==> config.mk <==
export PLATFORM = sky130hd
export DESIGN_NAME = asrp_port
export DESIGN_NICKNAME = d
export VERILOG_FILES = /design/src/hdl/asrp_pkg.sv /design/src/hdl/asrp_port.sv /design/src/hdl/asrp_sync.sv
export SDC_FILE = /design/constraint.sdc
export NUM_CORES = 1
export LEC_CHECK = 0
export BUFFER_PORTS_ARGS = -buffer_cell sky130_fd_sc_hd__buf_4
export CORE_ASPECT_RATIO = 1.1
export CORE_MARGIN = 3
export CORE_UTILIZATION = 49
export DETAILED_ROUTE_END_ITERATION = 10
export GPL_TIMING_DRIVEN = 0
export PLACE_DENSITY_LB_ADDON = 0.15
export SLEW_MARGIN = 20
export SYNTH_ARGS = -nofsm -noshare
export SYNTH_HDL_FRONTEND = slang
export SYNTH_SLANG_ARGS = --single-unit
==> constraint.sdc <==
create_clock -name mclk -period 4.8 [get_ports mclk]
set_clock_uncertainty 0.15 [all_clocks]
set_input_delay 0.96 -clock mclk [delete_from_list [all_inputs] [get_ports mclk]]
set_output_delay 0.96 -clock mclk [all_outputs]
set_load 0.005 [all_outputs]
==> src/hdl/asrp_pkg.sv <==
// shared constants and types of the serial register port
// assumes a single mclk domain; pins arrive unsynchronised
`default_nettype none
package asrp_pkg;
    // ==========================================================
    // command byte fields
    localparam int CMD_RDY_BIT = 7;
    localparam int CMD_RS_LSB = 4;
    localparam int CMD_RW_BIT = 3;
    localparam int CMD_STBY_BIT = 2;
    localparam int CMD_GAIN_LSB = 0;
    // ==========================================================
    // register select codes
    localparam logic [1:0] REG_COMM = 2'h0;
    localparam logic [1:0] REG_SETUP = 2'h1;
    localparam logic [1:0] REG_TEST = 2'h2;
    localparam logic [1:0] REG_DATA = 2'h3;
    // ==========================================================
    // shift lengths as last bit index
    localparam logic [4:0] LAST_BYTE = 5'h07;
    localparam logic [4:0] LAST_WORD = 5'h0f;
    // ==========================================================
    // reset values
    localparam logic [6:0] COMM_RST = 7'h00;
    localparam logic [7:0] SETUP_RST = 8'h00;
    localparam logic [7:0] TEST_RST = 8'h00;
    localparam logic [15:0] DATA_RST = 16'h0000;
    // ==========================================================
    // consecutive ones on the data input that resync the port
    localparam int RESYNC_ONES = 32;
    localparam int ONES_W = 6;
    // ==========================================================
    typedef enum logic [1:0] {
        ST_CMD,
        ST_WR,
        ST_RD
    } asrp_state_t;
endpackage : asrp_pkg
`default_nettype wire

==> src/hdl/asrp_port.sv <==
// serial register port of a sigma-delta converter, device side
// assumes sclk/cs_n/din are pins; sample_valid and update_warn come
// from the converter core on mclk
//
// Functional notes
// - 16-bit register: one 16-bit shift or two 8-bit shifts.
// - after eight command clocks, register write bits follow at once.
// - half duplex: no data driven on the output while writing.
// - data input is ignored while a read is set up.
// - read data leaves most significant bit first.
// - every transaction opens with a command write; reset awaits one.
// - ready falls on new result, rises on data read or update warning.
// - ready status is the MSB of the command register read.
// - 32 consecutive ones on data input resync the port; ones in a read phase are not counted.
`default_nettype none
module asrp_port
    import asrp_pkg::*;
#(
    parameter int RESYNC = RESYNC_ONES
) (
    input wire logic mclk,
    input wire logic rst,
    input wire logic sclk,
    input wire logic cs_n,
    input wire logic din,
    output logic dout,
    output logic dout_oe_n,
    output logic result_ready_n,
    input wire logic [15:0] sample_data,
    input wire logic sample_valid,
    input wire logic update_warn,
    output logic [7:0] setup_value,
    output logic [7:0] test_value,
    output logic [1:0] gain_sel,
    output logic standby
);
    // ==========================================================
    // state
    typedef struct packed {
        asrp_state_t st;
        logic [4:0] bits;
        logic len16;
        logic [1:0] rs;
        logic [15:0] shreg;
        logic [15:0] outsh;
        logic [ONES_W-1:0] ones;
        logic sclk_prev;
        logic [6:0] comm;
        logic [7:0] setup;
        logic [7:0] test;
        logic [15:0] data;
        logic rdy_n;
        logic dout;
        logic oe_n;
    } asrp_regs_t;

    localparam logic [ONES_W-1:0] ONES_LAST = ONES_W'(RESYNC - 1);

    asrp_regs_t r_reg;
    asrp_regs_t r_next;
    logic sclk_s;
    logic cs_n_s;
    logic din_s;
    logic rise;
    logic [7:0] cmd_byte;
    logic [4:0] last_bit;
    logic rd_done_data;

    // ==========================================================
    // pin synchronisers; sclk and cs_n idle high
    asrp_sync #(
        .W(3),
        .RST_VAL(3'h6)
    ) u_sync (
        .mclk(mclk),
        .rst(rst),
        .d({sclk, cs_n, din}),
        .q({sclk_s, cs_n_s, din_s})
    );

    // host samples on rising edge, so do we
    assign rise = sclk_s & ~r_reg.sclk_prev & ~cs_n_s;
    // incoming bits enter at the bottom, msb first
    assign cmd_byte = {r_reg.shreg[6:0], din_s};
    // shift length follows the selected register width
    assign last_bit = r_reg.len16 ? LAST_WORD : LAST_BYTE;
    assign rd_done_data = rise && r_reg.st == ST_RD &&
        r_reg.bits == LAST_WORD && r_reg.rs == REG_DATA;

    // ==========================================================
    // next state
    always_comb begin
        r_next = r_reg;
        r_next.sclk_prev = sclk_s;
        if (sample_valid) begin
            r_next.data = sample_data;
        end
        // ready rises on warning or finished data read
        if (update_warn || rd_done_data) begin
            r_next.rdy_n = 1'b1;
        end
        // a fresh result wins over a simultaneous clear
        if (sample_valid) begin
            r_next.rdy_n = 1'b0;
        end
        if (rise) begin
            unique case (r_reg.st)
                ST_CMD: begin
                    r_next.shreg = {r_reg.shreg[14:0], din_s};
                    r_next.bits = r_reg.bits + 5'h01;
                    if (r_reg.bits == LAST_BYTE) begin
                        r_next.bits = 5'h00;
                        // a set status bit marks the byte as no command
                        if (!cmd_byte[CMD_RDY_BIT]) begin
                            r_next.comm = cmd_byte[6:0];
                            r_next.rs = cmd_byte[CMD_RS_LSB +: 2];
                            r_next.len16 =
                                cmd_byte[CMD_RS_LSB +: 2] == REG_DATA;
                            if (cmd_byte[CMD_RW_BIT]) begin
                                r_next.st = ST_RD;
                                unique case (cmd_byte[CMD_RS_LSB +: 2])
                                    REG_COMM: r_next.outsh =
                                        {r_reg.rdy_n, cmd_byte[6:0], 8'h00};
                                    REG_SETUP: r_next.outsh =
                                        {r_reg.setup, 8'h00};
                                    REG_TEST: r_next.outsh =
                                        {r_reg.test, 8'h00};
                                    REG_DATA: r_next.outsh = r_reg.data;
                                endcase
                            end else begin
                                r_next.st = ST_WR;
                            end
                        end
                    end
                end
                ST_WR: begin
                    r_next.shreg = {r_reg.shreg[14:0], din_s};
                    r_next.bits = r_reg.bits + 5'h01;
                    if (r_reg.bits == last_bit) begin
                        r_next.bits = 5'h00;
                        r_next.st = ST_CMD;
                        // the data register is read only; writes drop
                        if (r_reg.rs == REG_SETUP) begin
                            r_next.setup = cmd_byte;
                        end
                        if (r_reg.rs == REG_TEST) begin
                            r_next.test = cmd_byte;
                        end
                    end
                end
                ST_RD: begin
                    // din not looked at; shift msb out
                    r_next.outsh = {r_reg.outsh[14:0], 1'b0};
                    r_next.bits = r_reg.bits + 5'h01;
                    if (r_reg.bits == last_bit) begin
                        r_next.bits = 5'h00;
                        r_next.st = ST_CMD;
                    end
                end
            endcase
            // run of ones returns the port to command state
            if (r_reg.st != ST_RD) begin
                r_next.ones = din_s ? r_reg.ones + 1'b1 : '0;
                if (din_s && r_reg.ones == ONES_LAST) begin
                    r_next.ones = '0;
                    r_next.st = ST_CMD;
                    r_next.bits = 5'h00;
                end
            end else begin
                r_next.ones = '0;
            end
        end
        // msb presented as soon as the read phase opens
        r_next.dout = r_next.outsh[15];
        // drive only in a selected read phase
        r_next.oe_n = !(r_next.st == ST_RD && !cs_n_s);
    end

    // ==========================================================
    // registers
    always_ff @(posedge mclk) begin
        if (rst) begin
            r_reg <= '0;
            r_reg.st <= ST_CMD;
            r_reg.sclk_prev <= 1'b1;
            r_reg.comm <= COMM_RST;
            r_reg.setup <= SETUP_RST;
            r_reg.test <= TEST_RST;
            r_reg.data <= DATA_RST;
            r_reg.rdy_n <= 1'b1;
            r_reg.oe_n <= 1'b1;
        end else begin
            r_reg <= r_next;
        end
    end

    assign dout = r_reg.dout;
    assign dout_oe_n = r_reg.oe_n;
    assign result_ready_n = r_reg.rdy_n;
    assign setup_value = r_reg.setup;
    assign test_value = r_reg.test;
    assign gain_sel = r_reg.comm[CMD_GAIN_LSB +: 2];
    assign standby = r_reg.comm[CMD_STBY_BIT];
endmodule : asrp_port
`default_nettype wire

==> src/hdl/asrp_sync.sv <==
// two-stage synchroniser for a group of pin inputs
// assumes inputs may change at any time relative to mclk
`default_nettype none
module asrp_sync #(
    parameter int W = 1,
    parameter logic [W-1:0] RST_VAL = '0
) (
    input wire logic mclk,
    input wire logic rst,
    input wire logic [W-1:0] d,
    output logic [W-1:0] q
);
    typedef struct packed {
        logic [W-1:0] s1;
        logic [W-1:0] s2;
    } asrp_sync_t;

    asrp_sync_t sync_reg;
    asrp_sync_t sync_next;

    always_comb begin
        sync_next = sync_reg;
        sync_next.s1 = d;
        sync_next.s2 = sync_reg.s1;
    end

    always_ff @(posedge mclk) begin
        if (rst) begin
            sync_reg <= {RST_VAL, RST_VAL};
        end else begin
            sync_reg <= sync_next;
        end
    end

    assign q = sync_reg.s2;
endmodule : asrp_sync
`default_nettype wire

==> summary.md <==
| Metric | Value |
|---|---|
| RSZ-0062 raised after global routing | no |
| Worst skew pair latency | 0.36 ns |
| FF-to-FF path depth | 7 |
| Antenna Cells | 0 |
| Minimum clock period | 2.21 ns |
| Worst Path Max Fanout | 5 |
| Worst path bufs/invs | 1 |
| DR pass1 iterations | 5 |
| Hold_sp | u_sync.sync_next[1] |
| DP HPWL | 5.61 mm |
| Area of the mapped netlist | 3660 sq um |
| Clock power frac | 37.8% |
| ANT nets after route | 0 |
| Switching portion of total power | 25.3% |
| Worst Hold Path EP | u_sync.q[1] |
| Yosys warning count | 0 |
| Number of synthesized flops with an enable pin | 0 |
| Lkg Pwr | 1.83 nW |
| Worst path arrival time | 2.29 ns |
| Synth unique cells | 44 |
| Hold slack | 0.263 ns |
| Die H | 96.6 um |
| H-tree depth | 3 |
| HP Class | reg -> reg |
| Die Area | 8540 sq um |
| Sequential fraction of design power | 57.2% |
| Final WL | 7.80 mm |
| Sw Pwr | 0.000313 W |
| Most used cell, CP | a211oi_1 |
| Final Cycle Share | 46.0% |
| Top FF cell, synth | dfxtp_1 |
| Combinational power share | 5.0% |
| Worst-Margin Slew | 0.581 ns |
| Core box area | 7130 sq um |
| Post-synthesis area per instance | 9.48 sq um |
| DIE WIDTH | 88.4 um |
| Post-CTS setup buffers | 0 |
| Pint | 0.000924 W |
| Max clock buf depth | 2 |
| Status | completed |
| Register area share after synthesis | 45.4% |
| # DRC | 0 |
| Setup CP Type | reg -> reg |
| Antenna violations before repair | 0 |
| Nets@finish | 468 |
| Count of state elements after synthesis | 83 |
| CTS tree | built |
| Max_cap viols | 0 |
| Pwr dens | 290 nW/um^2 |
| Final Max Tran Viols | 0 |
| Worst EP required | 4.88 ns |
| Async SR Flop Fraction | 0% |
| Routed WL per cell | 14.7 um |
| Max VDD drop | 0.146 mV |
| Number of cell rows | 32 |
| Delay-heaviest family, CP | compound AO/OA/AOI/OAI gates |
| Overall routing resource usage | 19.3% |
| Cell count of the worst hold path | 1 |
| Via-to-Cell Ratio | 5.38 |
| Reg2reg end | dout_oe_n |
| Vias in the first global route | 2674 |
| Clock Pin Slew Worst Setup and Hold Paths | 0.09 ns |
| Total grt overflow | 0 |
| CP Launch Type | register |
| CP Capture Type | register |
| First-pass GRT wire length | 13.0 mm |
| Final setup vio count | 0 |
| I/O Buffers | 42 |
| Initial DRC count | 98 |
| CTS sink count | 83 |
| Setup_tns | 0 ns |
| Fraction of layout cells with a size suffix above 1 | 23.6% |
| Initial core utilization | 51.4% |
| Post-CTS resize count | 0 |
| TritonCTS buffer count | 9 |
| Critical path's largest stage delay | 0.37 ns |
| Max transition margin | 61.3% |
| Area growth from synthesis to layout | 16.5% |
| Endpoints failing hold | 0 |
| Hold_buf cts | 0 |
| IO Count | 45 |
| Root buffer cell | clkbuf_8 |
| Slowest cell on the critical path | dfxtp_1 |
| Routed vias | 2844 |
| GP Congestion | 0.869 |
| FMAX | 0.453 GHz |
| R2R Setup Slk | 2.59 ns |
| Crit-path cells | inv_1 -> ha_1 -> mux2_2 -> o21bai_1 -> a211oi_1 -> a211oi_1 -> nand3b_1 |
| Largest net degree at the start of global routing | 17 |
| Max reg flops | 49 |
| Worst r2r src | r_reg[89] |
| Post-Syn Instances | 386 |
| Syn Nets | 415 |
-- power groups by stage --
stage | clock [W] | sequential, W | combinational [W]
2_1_floorplan | 0 | 0.000721 | 0.0000388
3_3_place_gp | 0 | 0.000723 | 0.0000615
3_5_place_dp | 0 | 0.000724 | 0.0000627
4_1_cts | 0.000479 | 0.000707 | 0.0000628
5_1_grt | 0.000502 | 0.000709 | 0.0000690
6_report | 0.000468 | 0.000707 | 0.0000624
-- layout make-up --
class | instances | area [sq um]
Clock buffer | 9 | 124
Tap cell | 85 | 106
Multi-Input combinational cell | 255 | 1730
Fill cell | 653 | 2860
Clock inverter | 7 | 57.6
Timing Repair Buffer | 42 | 315
Sequential cell | 83 | 1660
Buffer | 45 | 255
Inverter | 3 | 11.3
-- per-stage QoR --
step | instances | util, % | cell area (sq um) | total power [W] | setup WS (ns)
after global placement | 513 | 57.3 | 4080 | 0.000785 | 2.31
after floorplan | 386 | - | 3660 | 0.000760 | 2.66
after global routing | 529 | 59.8 | 4260 | 0.00128 | 2.49
final | 529 | 59.8 | 4260 | 0.00124 | 2.59
after detailed placement | 513 | 57.3 | 4080 | 0.000786 | 2.29
after CTS | 529 | 59.8 | 4260 | 0.00125 | 2.65
-- per-layer routing --
layer | up-vias | global-route usage, % | wire, um
li1 | 1443 | - | -
met1 | 1339 | 27.2 | 3730
met2 | 49 | 29.7 | 3690
met3 | 13 | 2.90 | 246
met4 | 0 | 7.09 | 129
met5 | - | 0 | 0
-- cell usage in the layout (no fill, tap or decap), types with 2 or more instances in the layout --
| cell type | synthesis | layout |
|---|---|---|
| nand2b_1 | 4 | 4 |
| nor2_1 | 71 | 71 |
| o211ai_1 | 2 | 2 |
| or3_1 | 3 | 3 |
| ha_1 | 6 | 6 |
| and3_1 | 4 | 4 |
| inv_1 | 3 | 3 |
| nand4_1 | 3 | 3 |
| clkbuf_8 | 0 | 9 |
| xnor2_1 | 2 | 2 |
| a221oi_1 | 7 | 7 |
| nand3_1 | 5 | 5 |
| mux2_2 | 3 | 3 |
| a21oi_1 | 14 | 14 |
| o21bai_1 | 2 | 2 |
| nor2b_1 | 4 | 4 |
| nor3b_1 | 2 | 2 |
| mux2i_1 | 50 | 50 |
| or4_1 | 2 | 2 |
| nand4b_1 | 3 | 3 |
| clkinvlp_4 | 0 | 2 |
| clkbuf_1 | 13 | 13 |
| o21ai_0 | 6 | 6 |
| inv_6 | 0 | 2 |
| nor3_1 | 11 | 11 |
| xor2_1 | 2 | 2 |
| mux4_2 | 5 | 5 |
| buf_4 | 19 | 61 |
| buf_2 | 11 | 11 |
| dfxtp_1 | 83 | 83 |
| a211oi_1 | 9 | 9 |
| nand2_1 | 18 | 18 |
| or2_2 | 5 | 5 |
-- how the worst max path moves through the flow --
stage	start	end	depth (start not counted)	slack [ns]
finish	r_reg[89]	dout_oe_n	7	2.59
global route	r_reg[90]	dout_oe_n	7	2.49
CTS	r_reg[89]	dout_oe_n	7	2.65
detailed placement	rst	setup_value[3]	4	2.29
global placement	rst	setup_value[5]	4	2.31
floorplan	sample_valid	r_reg[10]	4	2.66
-- Yosys cell counts, types with 5 or more instances --
library cell / number / area [sq um]
mux2i_1: 50 / 500
buf_4: 19 / 143
buf_2: 11 / 55.1
nand3_1: 5 / 25.0
a211oi_1: 9 / 67.6
or2_2: 5 / 31.3
nand2_1: 18 / 67.6
nor2_1: 71 / 267
mux4_2: 5 / 113
a21oi_1: 14 / 70.1
clkbuf_1: 13 / 48.8
ha_1: 6 / 75.1
dfxtp_1: 83 / 1660
o21ai_0: 6 / 30.0
nor3_1: 11 / 55.1
a221oi_1: 7 / 61.3
-- kinds of logic after synthesis --
logic type,count (synthesis),share of synthesized area [%]
AOI/OAI and AO/OA,44,7.90
xor gates and xnor gates,4,0.957
adders and majority gates,6,2.05
buffers and inverters,48,7.28
DFF,83,45.4
muxes,58,17.7
and+or+nand+nor,143,18.7
(Power assumes the default switching activity.)
